[config.mk]
export PLATFORM = sky130hd
export DESIGN_NAME = boie_core
export DESIGN_NICKNAME = d
export VERILOG_FILES = /design/src/core/boie_pkg.sv /design/src/core/boie_core.sv
export SDC_FILE = /design/constraint.sdc
export NUM_CORES = 1
export LEC_CHECK = 0
export BUFFER_PORTS_ARGS = -buffer_cell sky130_fd_sc_hd__buf_2
export CORE_MARGIN = 4
export CORE_UTILIZATION = 45
export CTS_BUF_LIST = sky130_fd_sc_hd__clkbuf_16
export DETAILED_ROUTE_END_ITERATION = 7
export PLACE_DENSITY_LB_ADDON = 0.12
export SLEW_MARGIN = 20
export SYNTH_ARGS = -nofsm -noshare
export SYNTH_HDL_FRONTEND = slang
export SYNTH_SLANG_ARGS = --single-unit
[constraint.sdc]
create_clock -name clk -period 4.6 [get_ports clk]
set_input_delay 0.23 -clock clk [delete_from_list [all_inputs] [get_ports clk]]
set_output_delay 0.23 -clock clk [all_outputs]
set_load 0.02 [all_outputs]
[src/core/boie_pkg.sv]
// ==========================================================================
// Instruction field layout and opcode patterns
`default_nettype none
package boie_pkg;
   localparam int unsigned INSTR_W      = 12;
   localparam int unsigned OPC_HI       = 11;
   localparam int unsigned OPC_LO       = 8;
   localparam int unsigned BIT_HI       = 7;
   localparam int unsigned BIT_LO       = 5;
   localparam int unsigned ADDR_HI      = 4;
   localparam int unsigned ADDR_LO      = 0;
   localparam int unsigned ADDR_W       = 5;
   localparam int unsigned DATA_W       = 8;
   localparam int unsigned NREGS        = 32;
   localparam logic [3:0]  OPC_CLEAR    = 4'h4;
   localparam logic [3:0]  OPC_SET      = 4'h5;
   localparam logic [3:0]  OPC_TEST_CLR = 4'h6;
   localparam logic [11:0] INSTR_NOP    = 12'h000;
   localparam logic [7:0]  REG_RESET    = 8'h00;
   typedef enum logic [1:0] {
      BOIE_NONE,
      BOIE_CLEAR,
      BOIE_SET,
      BOIE_TEST
   } boie_op_t;
endpackage
`default_nettype wire

[src/core/boie_core.sv]
// Overview of operation
// [RL1] Clear opcode writes zero to the selected bit of the addressed register.
// [RL2] Set opcode writes one to the selected bit of the addressed register.
// [RL3] Test-skip opcode decodes bit index after opcode, address in low five bits.
// [RL4] Test-skip skips next instruction when selected bit is zero.
// [RL5] A taken skip discards the prefetched word and executes a no-operation.
// [RL6] Test-skip takes one cycle, or two when the skip is taken; one word.
// [RL7] None of these instructions alter arithmetic status flags.
// [RL8] Instruction is 12 bits: opcode top four, bit index three, address five.
`timescale 1ns/1ps
`default_nettype none
module boie_core
(
   input  wire logic                          clk,
   input  wire logic                          nrst,
   input  wire logic [boie_pkg::INSTR_W-1:0]  instr,
   input  wire logic                          instr_valid,
   output var  logic [boie_pkg::INSTR_W-1:0]  exec_instr,
   output var  logic                          exec_squashed,
   output var  logic                          skip_taken,
   output var  logic [boie_pkg::DATA_W-1:0]   reg_rd_data,
   output var  logic                          status_write
);
   import boie_pkg::*;

   // ========================================================================
   // Decode
   logic [DATA_W-1:0] file_regs [NREGS];
   logic [3:0]        opc;
   logic [2:0]        bsel;
   logic [ADDR_W-1:0] faddr;
   boie_op_t          op;
   logic              squash;
   logic              tested_bit;
   logic [DATA_W-1:0] bit_mask;

   // Field split of the 12-bit word
   assign opc   = instr[OPC_HI:OPC_LO];     // [RL8]
   assign bsel  = instr[BIT_HI:BIT_LO];     // [RL3]
   assign faddr = instr[ADDR_HI:ADDR_LO];   // [RL3]

   // Opcode classification; a squashed slot decodes as nothing
   always_comb begin
      op = BOIE_NONE;
      if (instr_valid && !squash) begin
         case (opc)
            OPC_CLEAR:    op = BOIE_CLEAR;
            OPC_SET:      op = BOIE_SET;
            OPC_TEST_CLR: op = BOIE_TEST;   // [RL3]
            default:      op = BOIE_NONE;
         endcase
      end
   end

   // Selected bit of the addressed register, read by the test
   assign tested_bit = file_regs[faddr][bsel];

   // One-hot mask of the selected bit, used by the checks
   assign bit_mask = DATA_W'(1) << bsel;

   // ========================================================================
   // File register array with bit writes
   generate
      for (genvar r = 0; r < NREGS; r++) begin : g_reg
         always_ff @(posedge clk or negedge nrst) begin
            if (!nrst) begin
               file_regs[r] <= REG_RESET;
            end else if (faddr == ADDR_W'(r)) begin
               if (op == BOIE_CLEAR) begin
                  file_regs[r][bsel] <= 1'b0;   // [RL1]
               end else if (op == BOIE_SET) begin
                  file_regs[r][bsel] <= 1'b1;   // [RL2]
               end
            end
         end
      end
   endgenerate

   // ========================================================================
   // Skip control: the next slot becomes a no-operation
   always_ff @(posedge clk or negedge nrst) begin
      if (!nrst) begin
         squash <= 1'b0;
      end else if (instr_valid) begin
         squash <= (op == BOIE_TEST) && !tested_bit;   // [RL4] [RL6]
      end
   end

   // Executed word and observation outputs
   always_ff @(posedge clk or negedge nrst) begin
      if (!nrst) begin
         exec_instr    <= INSTR_NOP;
         exec_squashed <= 1'b0;
         skip_taken    <= 1'b0;
         reg_rd_data   <= REG_RESET;
      end else begin
         exec_instr    <= (instr_valid && !squash) ? instr : INSTR_NOP;   // [RL5]
         exec_squashed <= instr_valid && squash;                          // [RL5]
         skip_taken    <= instr_valid && (op == BOIE_TEST) && !tested_bit;   // [RL4]
         reg_rd_data   <= file_regs[faddr];
      end
   end

   // No status flag path exists in this block
   always_ff @(posedge clk or negedge nrst) begin
      if (!nrst) begin
         status_write <= 1'b0;
      end else begin
         status_write <= 1'b0;   // [RL7]
      end
   end

   // ========================================================================
   // Checks
   property p_clear_bit;
      @(posedge clk) disable iff (!nrst)
      (op == BOIE_CLEAR) |=> (file_regs[$past(faddr)][$past(bsel)] == 1'b0);
   endproperty
   a_clear_bit: assert property (p_clear_bit) else $error("bit not cleared"); // [RL1]

   property p_set_bit;
      @(posedge clk) disable iff (!nrst)
      (op == BOIE_SET) |=> (file_regs[$past(faddr)][$past(bsel)] == 1'b1);
   endproperty
   a_set_bit: assert property (p_set_bit) else $error("bit not set"); // [RL2]

   property p_decode_test;
      @(posedge clk) disable iff (!nrst)
      (instr_valid && !squash && opc == OPC_TEST_CLR) |-> (op == BOIE_TEST);
   endproperty
   a_decode_test: assert property (p_decode_test) else $error("test op missed"); // [RL3]

   property p_skip_when_clear;
      @(posedge clk) disable iff (!nrst)
      (op == BOIE_TEST && !tested_bit) |=> squash;
   endproperty
   a_skip_when_clear: assert property (p_skip_when_clear) else $error("no skip"); // [RL4]

   property p_noskip_when_set;
      @(posedge clk) disable iff (!nrst)
      (instr_valid && op == BOIE_TEST && tested_bit) |=> !squash;
   endproperty
   a_noskip_when_set: assert property (p_noskip_when_set) else $error("false skip"); // [RL6]

   property p_squash_nop;
      @(posedge clk) disable iff (!nrst)
      (instr_valid && squash) |=> (exec_instr == INSTR_NOP && exec_squashed);
   endproperty
   a_squash_nop: assert property (p_squash_nop) else $error("slot not squashed"); // [RL5]

   property p_no_flags;
      @(posedge clk) disable iff (!nrst)
      !status_write;
   endproperty
   a_no_flags: assert property (p_no_flags) else $error("status touched"); // [RL7]

   property p_squash_no_write;
      @(posedge clk) disable iff (!nrst)
      (instr_valid && squash) |=> (file_regs[$past(faddr)] == $past(file_regs[faddr]));
   endproperty
   a_squash_no_write: assert property (p_squash_no_write) else $error("squashed write"); // [RL5]

   // ========================================================================
   // Checks on neighbouring bits, skip flag and slot flow
   // Clear moves only the selected bit
   property p_clear_exact;
      @(posedge clk) disable iff (!nrst)
      (op == BOIE_CLEAR) |=>
         (file_regs[$past(faddr)] == ($past(file_regs[faddr]) & ~$past(bit_mask)));
   endproperty
   a_clear_exact: assert property (p_clear_exact) else $error("clear hit others"); // [RL1]

   // Set moves only the selected bit
   property p_set_exact;
      @(posedge clk) disable iff (!nrst)
      (op == BOIE_SET) |=>
         (file_regs[$past(faddr)] == ($past(file_regs[faddr]) | $past(bit_mask)));
   endproperty
   a_set_exact: assert property (p_set_exact) else $error("set hit other bits"); // [RL2]

   // A test only reads its register
   property p_test_no_write;
      @(posedge clk) disable iff (!nrst)
      (op == BOIE_TEST) |=> (file_regs[$past(faddr)] == $past(file_regs[faddr]));
   endproperty
   a_test_no_write: assert property (p_test_no_write) else $error("test wrote"); // [RL4]

   // Ignored or squashed slots leave the array alone
   property p_none_no_write;
      @(posedge clk) disable iff (!nrst)
      (op == BOIE_NONE) |=> (file_regs[$past(faddr)] == $past(file_regs[faddr]));
   endproperty
   a_none_no_write: assert property (p_none_no_write) else $error("idle wrote"); // [RL5]

   // Skip flag follows a zero test bit
   property p_skip_flag;
      @(posedge clk) disable iff (!nrst)
      (op == BOIE_TEST && !tested_bit) |=> skip_taken;
   endproperty
   a_skip_flag: assert property (p_skip_flag) else $error("skip flag missing"); // [RL4]

   // No skip flag without a test
   property p_skip_flag_quiet;
      @(posedge clk) disable iff (!nrst)
      (op != BOIE_TEST) |=> !skip_taken;
   endproperty
   a_skip_flag_quiet: assert property (p_skip_flag_quiet) else $error("stray skip"); // [RL4]

   // A live slot executes its own word
   property p_pass_through;
      @(posedge clk) disable iff (!nrst)
      (instr_valid && !squash) |=> (exec_instr == $past(instr) && !exec_squashed);
   endproperty
   a_pass_through: assert property (p_pass_through) else $error("word not passed"); // [RL5]

   // A skip swallows exactly one valid word
   property p_squash_one_slot;
      @(posedge clk) disable iff (!nrst)
      (instr_valid && squash) |=> !squash;
   endproperty
   a_squash_one_slot: assert property (p_squash_one_slot) else $error("squash stuck"); // [RL6]

   // Without a skip the next valid word runs at once
   property p_noskip_next_runs;
      @(posedge clk) disable iff (!nrst)
      (op == BOIE_TEST && tested_bit) ##1 instr_valid |=> (exec_instr == $past(instr));
   endproperty
   a_noskip_next_runs: assert property (p_noskip_next_runs) else $error("word lost"); // [RL6]
endmodule
`default_nettype wire

==> results_dict.tcl, run 1 <==
set metrics [dict create \
    status "finished, final reports clean" \
    period_share_pct 79.8 \
    diodes 0 \
    hold_viol_final 0 \
    fin_cells 1601 \
    cts_resized 0 \
    cpMostUsedCell "nor2b_1" \
    netlist_top_cells_count "279 x dfrtp_1, 258 x a21oi_1, 257 x a31oi_1" \
    synth.distinct_cells 59 \
    synth_edf_count 0 \
    num_vias 9980 \
    maxCapViolCount 0 \
    avgSynthCellArea_um2 10.9 \
    synthesis.instances 1213 \
    fp.coreArea_mm2 0.0288 \
    drive_gt1_share_pct 16.1 \
    gp_congestion 0.896 \
    die_h_um 179 \
    power_mw 5.19 \
    htreeDepth 1 \
    yosys_warnings 0 \
    synth_top_area_cell "dfrtp_1" \
    gr-total-overflow 0 \
    final.setup.tns_ns 0 \
    clock-sinks 279 \
    met2_length_um 17100 \
    whs_ns 0.0408 \
    start_util_pct 45.8 \
    start_kind "register" \
    min_path_type "in2reg" \
    p_per_area_mw_per_mm2 356 \
    rsz0062_at_grt "false" \
    ir_drop_mv 0.272 \
    path_max_fanout 16 \
    cp_cell_sequence "nor2b_1 > nand2_1 > nor3_1 > ha_1 > nor2b_1 > nand3_1 > nor2_1 > a21oi_1 > a31oi_1" \
    drt_first_pass_iters 5 \
    drt-met1-wl_um 17000 \
    synth-main-ff-cell "dfrtp_1" \
    grt_max_degree 100 \
    ctsLongestPathBuffers 3 \
    grt_pass1_wl_um 58100 \
    portBuffers 36 \
    synth.area.top_cells "dfrtp_1 53%, a31oi_1 12%, a21oi_1 9.8%" \
    ios 38 \
    antenna_found_initial 0 \
    cp.arrival_ns 4.15 \
    die_w_um 179 \
    dpl_cell_area_mm2 0.0136 \
    hpwlAfterDp_um 23100 \
    leakagePower_nw 6.44 \
    dp_cells 1538 \
    cts_root_buf "clkbuf_16" \
    cts_buffers 31 \
    clk_pin_slew_worst_paths_ns 0.06 \
    rows 62 \
    syn_nets 1230 \
    synth-seq-area-share_pct 52.9 \
    cts_tree "built" \
    highest_layer "met4" \
    wl_met3_um 2300 \
    fmax_ghz 0.273 \
    clock_latency_ns 0.57 \
    slew_viol_final 0 \
    grt_pass1_vias 9416 \
    cpPeakStageDelay_ns 0.90 \
    synth_top_cell_area_share_pct 52.9 \
    worstSetupPathType "reg2reg" \
    fin_nets 1212 \
    via_per_inst 6.23 \
    synth_most_common_cell "dfrtp_1" \
    initialDrtViolationCount 1240 \
    area_growth_pct 10.4 \
    finClkSkew_ns 0.0195 \
    crit_required_ns 5.08 \
    finalCriticalPeriod_ns 3.67 \
    endpoint_kind "register" \
    max_slew_margin_pct 25.3 \
    drt-total-wl_um 37000 \
    routedWlPerCell_um 23.1 \
    worst_pin_slew_ns 1.12 \
    final_area_mm2 0.0146 \
    die_area_mm2 0.0321 \
    finalSetupViolCount 0 \
    synth_area_mm2 0.0132 \
    async_flop_share_pct 100 \
    synth_seq_cells 279 \
    postRouteAntennaNets 0 \
    drc_errors 0 \
    grt_usage_pct 23.1 \
    critical-path-slowest-cell "nor2_1" \
    post_cts_buffers 0 \
]
power by group:
part | internal (mW) | switching (mW) | total, mW
registers | 2.53 | 0.0366 | 2.57
clock network | 1.20 | 0.977 | 2.18
logic | 0.142 | 0.296 | 0.438
total | 3.88 | 1.31 | 5.19
metal layers:
layer,up-vias,GRT usage (%)
li1,4646,-
met1,4938,35.3
met2,348,35.4
met3,48,3.63
met4,0,4.60
met5,-,0
area by class of cell:
class / count / area, um2
fillers: 2580 / 14200
flip-flops and latches: 279 / 6980
multi-input cells: 780 / 5520
clock buffers: 31 / 776
repair buffers: 94 / 673
well taps: 384 / 480
clock inverters: 24 / 100
inverters: 9 / 33.8
kinds of logic after synthesis:
kind of cell | after synthesis | share of synthesized area (%)
simple gates | 129 | 4.93
flops | 279 | 52.9
buf+inv | 154 | 5.56
mux | 86 | 11.2
compound gates | 561 | 25.1
xor+xnor | 1 | 0.0664
fa+ha+maj | 2 | 0.190
other cells | 1 | 0.0284
final timing paths:
check                              start       endpoint  slack [ns]  cells past startpoint
worst max-delay path              squash       register        0.93                      9
worst min-delay path            instr[6]  exec_instr[6]        0.04                      2
worst max register to register    squash       register        0.93                      9
worst min register to register    squash  exec_squashed        0.52                      1
max in group asynchronous           nrst      async pin        3.14                      3
min in group asynchronous           nrst      async pin        0.28                      2
worst max-delay path: cells and delay by family (launching register included):
kind                       cells  cell delay, ns
AOI/OAI and AO/OA              2            0.36
adders and majority gates      1            0.36
DFF                            1            0.38
and+or+nand+nor                6            2.48
cells in the final DEF, fill, tap and decap left out, types with 3 or more instances in the layout:
cell type        n
a211o_1          3
a21oi_1        258
a221oi_1         6
a22o_1           4
a22oi_1          7
a31oi_1        257
and2_1          15
buf_2           34
buf_4           49
clkbuf_16       31
clkinv_1        17
dfrtp_1        279
dlygate4sd3_1    8
inv_1           13
mux2_2          15
mux2i_1         23
mux4_1           5
mux4_2          40
nand2_1         26
nand3_1          9
nand3b_1         4
nand4_1          3
nor2_1          38
nor2b_1          6
nor3_1           6
nor3b_2          3
o221ai_1         3
o22ai_1          3
o32ai_1          3
through the flow:
stage | setup slack, ns | util (%)
floorplan | 2.37 | -
global placement | 1.21 | 47.3
finish | 0.931 | 50.6
CTS | 1.07 | 50.6
global route | 0.619 | 50.6
detailed placement | 1.12 | 47.3
what timing repair did:
action	CTS	global route
endpoints found under the hold margin	104	0
endpoints found under the setup margin	0	0
hold buffers	8	0
Note: power is estimated with default switching activity, not from simulation.
==> run 2: changes to the inputs <==
--- a/config.mk
+++ b/config.mk
@@ -5,6 +5,7 @@
 export SDC_FILE = /design/constraint.sdc
 export NUM_CORES = 1
 export LEC_CHECK = 0
+export ABC_AREA = 1
 export BUFFER_PORTS_ARGS = -buffer_cell sky130_fd_sc_hd__buf_2
 export CORE_MARGIN = 4
 export CORE_UTILIZATION = 45
==> constraint.sdc (replaced) <==
create_clock -name clk -period 3.1 [get_ports clk]
set_input_delay 0.155 -clock clk [delete_from_list [all_inputs] [get_ports clk]]
set_output_delay 0.155 -clock clk [all_outputs]
set_load 0.02 [all_outputs]
==> run 2 against run 1 <==
Net effect:
- synthesized area rose by 2.3%
- sequential power rose by 48%
- sequential share of layout area fell by 2.2 points
- worst setup slack got worse by 0.61 ns
- power rose by 59%
- combinational power rose by 52%
- flip-flop and latch count did not move
- maximum frequency rose by 32%
==> results_dict.tcl, run 2 <==
set metrics [dict create \
    min_path_type "in2reg" \
    drt-total-wl_um 40600 \
    synthesis.instances 1711 \
    period_share_pct 89.6 \
    synth_top_area_cell "dfrtp_1" \
    leakagePower_nw 7.28 \
    gr-total-overflow 0 \
    max_slew_margin_pct 29.8 \
    portBuffers 36 \
    clock_latency_ns 0.57 \
    fin_nets 1702 \
    grtUsageMet1_pct 35.8 \
    initialDrtViolationCount 1235 \
    synth.distinct_cells 22 \
    ctsLongestPathBuffers 3 \
    synth_area_mm2 0.0135 \
    diodes 0 \
    yosys_warnings 0 \
    postRouteAntennaNets 0 \
    path_max_fanout 16 \
    finalSetupViolCount 0 \
    rows 63 \
    met3_usage_pct 4.19 \
    status "finished, final reports clean" \
    synth-xor-area-share_pct 0 \
    synth-main-ff-cell "dfrtp_1" \
    synthAdderAreaFrac_pct 0.186 \
    grt_pass1_wl_um 64700 \
    finalCriticalPeriod_ns 2.78 \
    final.setup.tns_ns 0 \
    die_area_mm2 0.0328 \
    async_flop_share_pct 100 \
    crit_required_ns 3.58 \
    endpoint_kind "register" \
    grt_most_used_layer "met2" \
    num-fill-cells 2887 \
    area_growth_pct 13.2 \
    netlist_top_cells_count "554 x nand2_1, 279 x dfrtp_1, 249 x a21oi_1" \
    start_kind "register" \
    finClkSkew_ns 0.00639 \
    cts_buffers 31 \
    whs_endpoint "exec_instr[6]" \
    drive_gt1_share_pct 8.98 \
    maxCapViolCount 0 \
    p_per_area_mw_per_mm2 540 \
    synth_most_common_cell "nand2_1" \
    cts_tree "built" \
    die_w_um 181 \
    rr_startpoint "squash" \
    final_core_utilization_pct 51.5 \
    r2r_cells 9 \
    final_area_mm2 0.0153 \
    worst_pin_slew_ns 1.05 \
    cp.arrival_ns 3.26 \
    synth_top_family_by_area "compound AO/OA/AOI/OAI gates" \
    syn_nets 1728 \
    start_util_pct 45.5 \
    drt_first_pass_iters 5 \
    slew_viol_final 0 \
    grt_usage_pct 24.2 \
    grt_max_degree 102 \
    fp.coreArea_mm2 0.0296 \
    clock-sinks 279 \
    min_path_cells 3 \
    num_vias 11900 \
    avgSynthCellArea_um2 7.88 \
    synth_edf_count 0 \
    die_h_um 181 \
    synth.area.top_cells "dfrtp_1 52%, nand2_1 15%, a31oi_1 11%" \
    via_per_inst 5.70 \
    synth-seq-area-share_pct 51.8 \
    clk_pin_slew_worst_paths_ns 0.06 \
    routedWlPerCell_um 19.4 \
    grt_util_met2_pct 37.0 \
    rrSetupSlack_ns 0.32 \
    synthSimpleGateAreaFrac_pct 20.5 \
    cts_root_buf "clkbuf_16" \
    fmax_ghz 0.360 \
    worstSetupPathType "reg2reg" \
    grt_pass1_vias 11200 \
    ios 38 \
    min_from "instr[6]" \
    synth.area.mux_share_pct 0 \
    hpwlAfterDp_um 24400 \
    gp_congestion 0.872 \
    htreeDepth 1 \
    synth_top_cell_area_share_pct 51.8 \
    antenna_found_initial 0 \
    drc_errors 0 \
    layout_commonest_cell "nand2_1" \
    synth_seq_cells 279 \
    synth_compound_area_share_pct 21.4 \
    final_cell_mix "554 x nand2_1, 279 x dfrtp_1, 249 x a21oi_1" \
    dpl_cell_area_mm2 0.0142 \
    rsz0062_at_grt "false" \
    ir_drop_mv 0.384 \
    hold_viol_final 0 \
]
## run 2: changes by cell type after synthesis, moves of 23 or more
| cell | delta |
|---|---|
| a31oi_1 | -29 |
| inv_1 | +36 |
| nand2_1 | +528 |
| mux4_2 | -40 |
| o21ai_0 | +40 |
| mux2i_1 | -23 |
| nor2_1 | +62 |
## run 2: timing repair
action | in CTS | in global routing
resized for setup | 0 | 1
hold buffers | 8 | 0
endpoints found under the hold margin | 70 | 0
setup endpoints to repair | 0 | 1
setup buffers | 0 | 0
## run 2: power breakdown
part	switching [mW]	internal (mW)	total [mW]	leakage (nW)
sequential	0.0516	3.75	3.80	3.86
combinational	0.486	0.181	0.667	2.91
clock	1.49	2.29	3.78	0.515
total	2.03	6.21	8.24	7.28
## run 2: final cells by class
cell class / count / area (um2) / area share [%]
tap: 390 / 488 / 3.20
clock buffer: 31 / 776 / 5.08
timing repair buffer: 95 / 853 / 5.59
clock inverter: 21 / 245 / 1.61
sequential: 279 / 6980 / 45.7
multi-input combinational: 1230 / 5740 / 37.6
inverter: 48 / 180 / 1.18
## run 2: per-layer routing
metal | vias up | routed length [um]
met5 | - | 0
met4 | 0 | 930
met3 | 67 | 2720
met2 | 399 | 18200
met1 | 5734 | 18700
li1 | 5742 | -
## run 2: critical path, cell delays in order, from the launching register on
cell and delay (ns):
dfrtp_1 0.39, nor2_1 0.10, inv_1 0.11, nor3_1 0.40, ha_1 0.25, nand2_1 0.06
buf_4 0.22, nor2_1 0.83, a21oi_1 0.15, a31oi_1 0.19
## run 2: worst max path at each step
stage | startpoint | to | slack (ns)
finish | squash | register | 0.32
global route | squash | register | 0.007
CTS | squash | register | 0.28
detailed placement | squash | register | 0.29
global placement | squash | register | 0.34
floorplan | squash | register | 1.0
## run 2: cells by family (layout without fill, tap and decap cells)
kind of cell,Yosys count,after routing
and+or+nand+nor,708,708
AOI/OAI and AO/OA,519,519
DFF,279,279
buffers and inverters,202,195
adders and majority gates,2,2
other,1,1
## run 2: through the flow
stage / std cells / setup slack [ns] / power [mW] / hold slack, ns
after global routing: 2094 / 0.00720 / 8.55 / 0.0547
after floorplan: 1711 / 1.00 / 4.21 / -0.141
after CTS: 2094 / 0.282 / 8.31 / 0.0153
final: 2094 / 0.323 / 8.24 / 0.0361
after detailed placement: 2034 / 0.294 / 4.52 / 0.154
after global placement: 2034 / 0.335 / 4.51 / 0.153
==> run 3: changes to the inputs <==
--- a/config.mk
+++ b/config.mk
@@ -8,7 +8,7 @@
 export ABC_AREA = 1
 export BUFFER_PORTS_ARGS = -buffer_cell sky130_fd_sc_hd__buf_2
 export CORE_MARGIN = 4
-export CORE_UTILIZATION = 45
+export CORE_UTILIZATION = 50
 export CTS_BUF_LIST = sky130_fd_sc_hd__clkbuf_16
 export DETAILED_ROUTE_END_ITERATION = 7
 export PLACE_DENSITY_LB_ADDON = 0.12
==> run 3 against run 2 <==
Net effect:
- clock skew increased by 0.0084 ns
- flip-flop and latch count unchanged
- cell count down 1.5%
- power is 4.1% lower
- worst setup slack better by 0.024 ns
- maximum frequency grew 0.88%
- critical path depth is 2 higher
==> results_dict.tcl, run 3 (synthesis gave the netlist of run 2 again) <==
set metrics [dict create \
    drt-total-wl_um 39200 \
    max_slew_margin_pct 49.6 \
    ios 38 \
    layout_commonest_cell "nand2_1" \
    crit_start "squash" \
    htreeDepth 1 \
    finalSetupViolCount 0 \
    maxCapViolCount 0 \
    die_h_um 172 \
    via_per_inst 5.83 \
    gp_congestion 0.884 \
    start_util_pct 51.3 \
    dp_cells 1998 \
    num-fill-cells 2441 \
    worstSetupPathType "reg2reg" \
    ctsLongestPathBuffers 3 \
    rsz0062_at_grt "false" \
    ir_drop_mv 0.436 \
    grt_pass1_wl_um 63000 \
    diodes 0 \
    leakagePower_nw 7.32 \
    cts_buffers 31 \
    hold_viol_final 0 \
    p_per_area_mw_per_mm2 521 \
    rr_startpoint "squash" \
    clock_latency_ns 0.56 \
    crit_required_ns 3.52 \
    die_area_mm2 0.0297 \
    post_cts_buffers 0 \
    fmax_ghz 0.363 \
    r2r_cells 11 \
    drive_gt1_share_pct 10.3 \
    endpoint_kind "register" \
    grt_max_degree 79 \
    routedWlPerCell_um 19.0 \
    slew_viol_final 0 \
    status "finished, final reports clean" \
    fin_nets 1721 \
    rrSetupSlack_ns 0.35 \
    fin_cells 2063 \
    num_vias 12000 \
    final.setup.tns_ns 0 \
    rows 59 \
    initialDrtViolationCount 1399 \
    die_w_um 172 \
    finClkSkew_ns 0.0148 \
    clock-sinks 279 \
    drt_first_pass_iters 6 \
    period_share_pct 88.8 \
    gr-total-overflow 0 \
    antenna_found_initial 0 \
    final_cell_mix "554 x nand2_1, 279 x dfrtp_1, 249 x a21oi_1" \
    finalCriticalPeriod_ns 2.75 \
    grt_usage_pct 26.8 \
    path_max_fanout 14 \
    start_kind "register" \
    min_path_type "in2reg" \
    hpwlAfterDp_um 24500 \
    cts_root_buf "clkbuf_16" \
    fp.coreArea_mm2 0.0263 \
    portBuffers 36 \
    postRouteAntennaNets 0 \
    grt_pass1_vias 11200 \
    clk_pin_slew_worst_paths_ns 0.06 \
    cp.arrival_ns 3.17 \
    worst_pin_slew_ns 0.755 \
    drc_errors 0 \
    area_growth_pct 12.4 \
    min_path_cells 3 \
    cts_tree "built" \
]
==> run 3: changes by cell type in the layout (fill, tap and decap cells not counted), sizes merged <==
| cell | change |
|---|---|
| inv | +2 |
| clkinvlp | +2 |
| buf | +19 |
| bufinv | -4 |
| clkinv | +5 |
==> run 3: worst min path at each step <==
stage,startpoint,to,slack [ns]
2_1_floorplan,nrst,async pin,-0.14
3_3_place_gp,nrst,exec_instr[11],0.19
3_5_place_dp,nrst,exec_squashed,0.19
4_1_cts,instr[6],exec_instr[6],0.02
5_1_grt,instr[6],exec_instr[6],0.06
6_report,instr[6],exec_instr[6],0.03
==> run 3: final cells by class <==
class	instances	area, um2	area share [%]
clock buffers	31	776	5.12
repair buffers	114	883	5.83
multi-input cells	1230	5750	37.9
flip-flops and latches	279	6980	46.0
clock inverters	26	173	1.14
inverters	48	180	1.19
well taps	335	419	2.76
==> run 3: metrics by stage <==
stage / setup slack, ns / util [%] / power [mW] / hold slack, ns / cell area (um2)
floorplan: 1.00 / - / 4.21 / -0.141 / 13500
global placement: 0.278 / 53.7 / 4.48 / 0.194 / 14100
detailed placement: 0.205 / 53.7 / 4.49 / 0.189 / 14100
CTS: 0.198 / 57.6 / 7.96 / 0.0156 / 15100
global route: 0.113 / 57.7 / 8.22 / 0.0622 / 15200
finish: 0.347 / 57.7 / 7.90 / 0.0312 / 15200
==> run 3: worst max-delay path: stages, from the launching register on <==
cell and delay, ns:
dfrtp_1 0.38, nor2_1 0.10, inv_1 0.12, nor3_1 0.43, ha_1 0.26, nand2_1 0.37, buf_4 0.31, nor2_1 0.16
buf_4 0.23, nand2_1 0.08, nand2_1 0.08, o21ai_0 0.07
==> run 3: what timing repair did <==
item	CTS	global route
resized for setup	0	5
endpoints found under the hold margin	81	0
endpoints found under the setup margin	0	22
hold buffers	8	0
==> run 3: per-layer routing <==
layer | wire, um | track usage (%) | up-vias
li1 | - | - | 5779
met1 | 17800 | 40.2 | 5716
met2 | 17600 | 41.5 | 470
met3 | 2950 | 4.18 | 64
met4 | 903 | 6.02 | 0
met5 | 0 | 0 | -
==> run 3: report_power, final <==
part,internal [mW],switching [mW],total (mW)
sequential,3.75,0.0521,3.80
clock,1.97,1.49,3.46
combinational,0.167,0.477,0.644
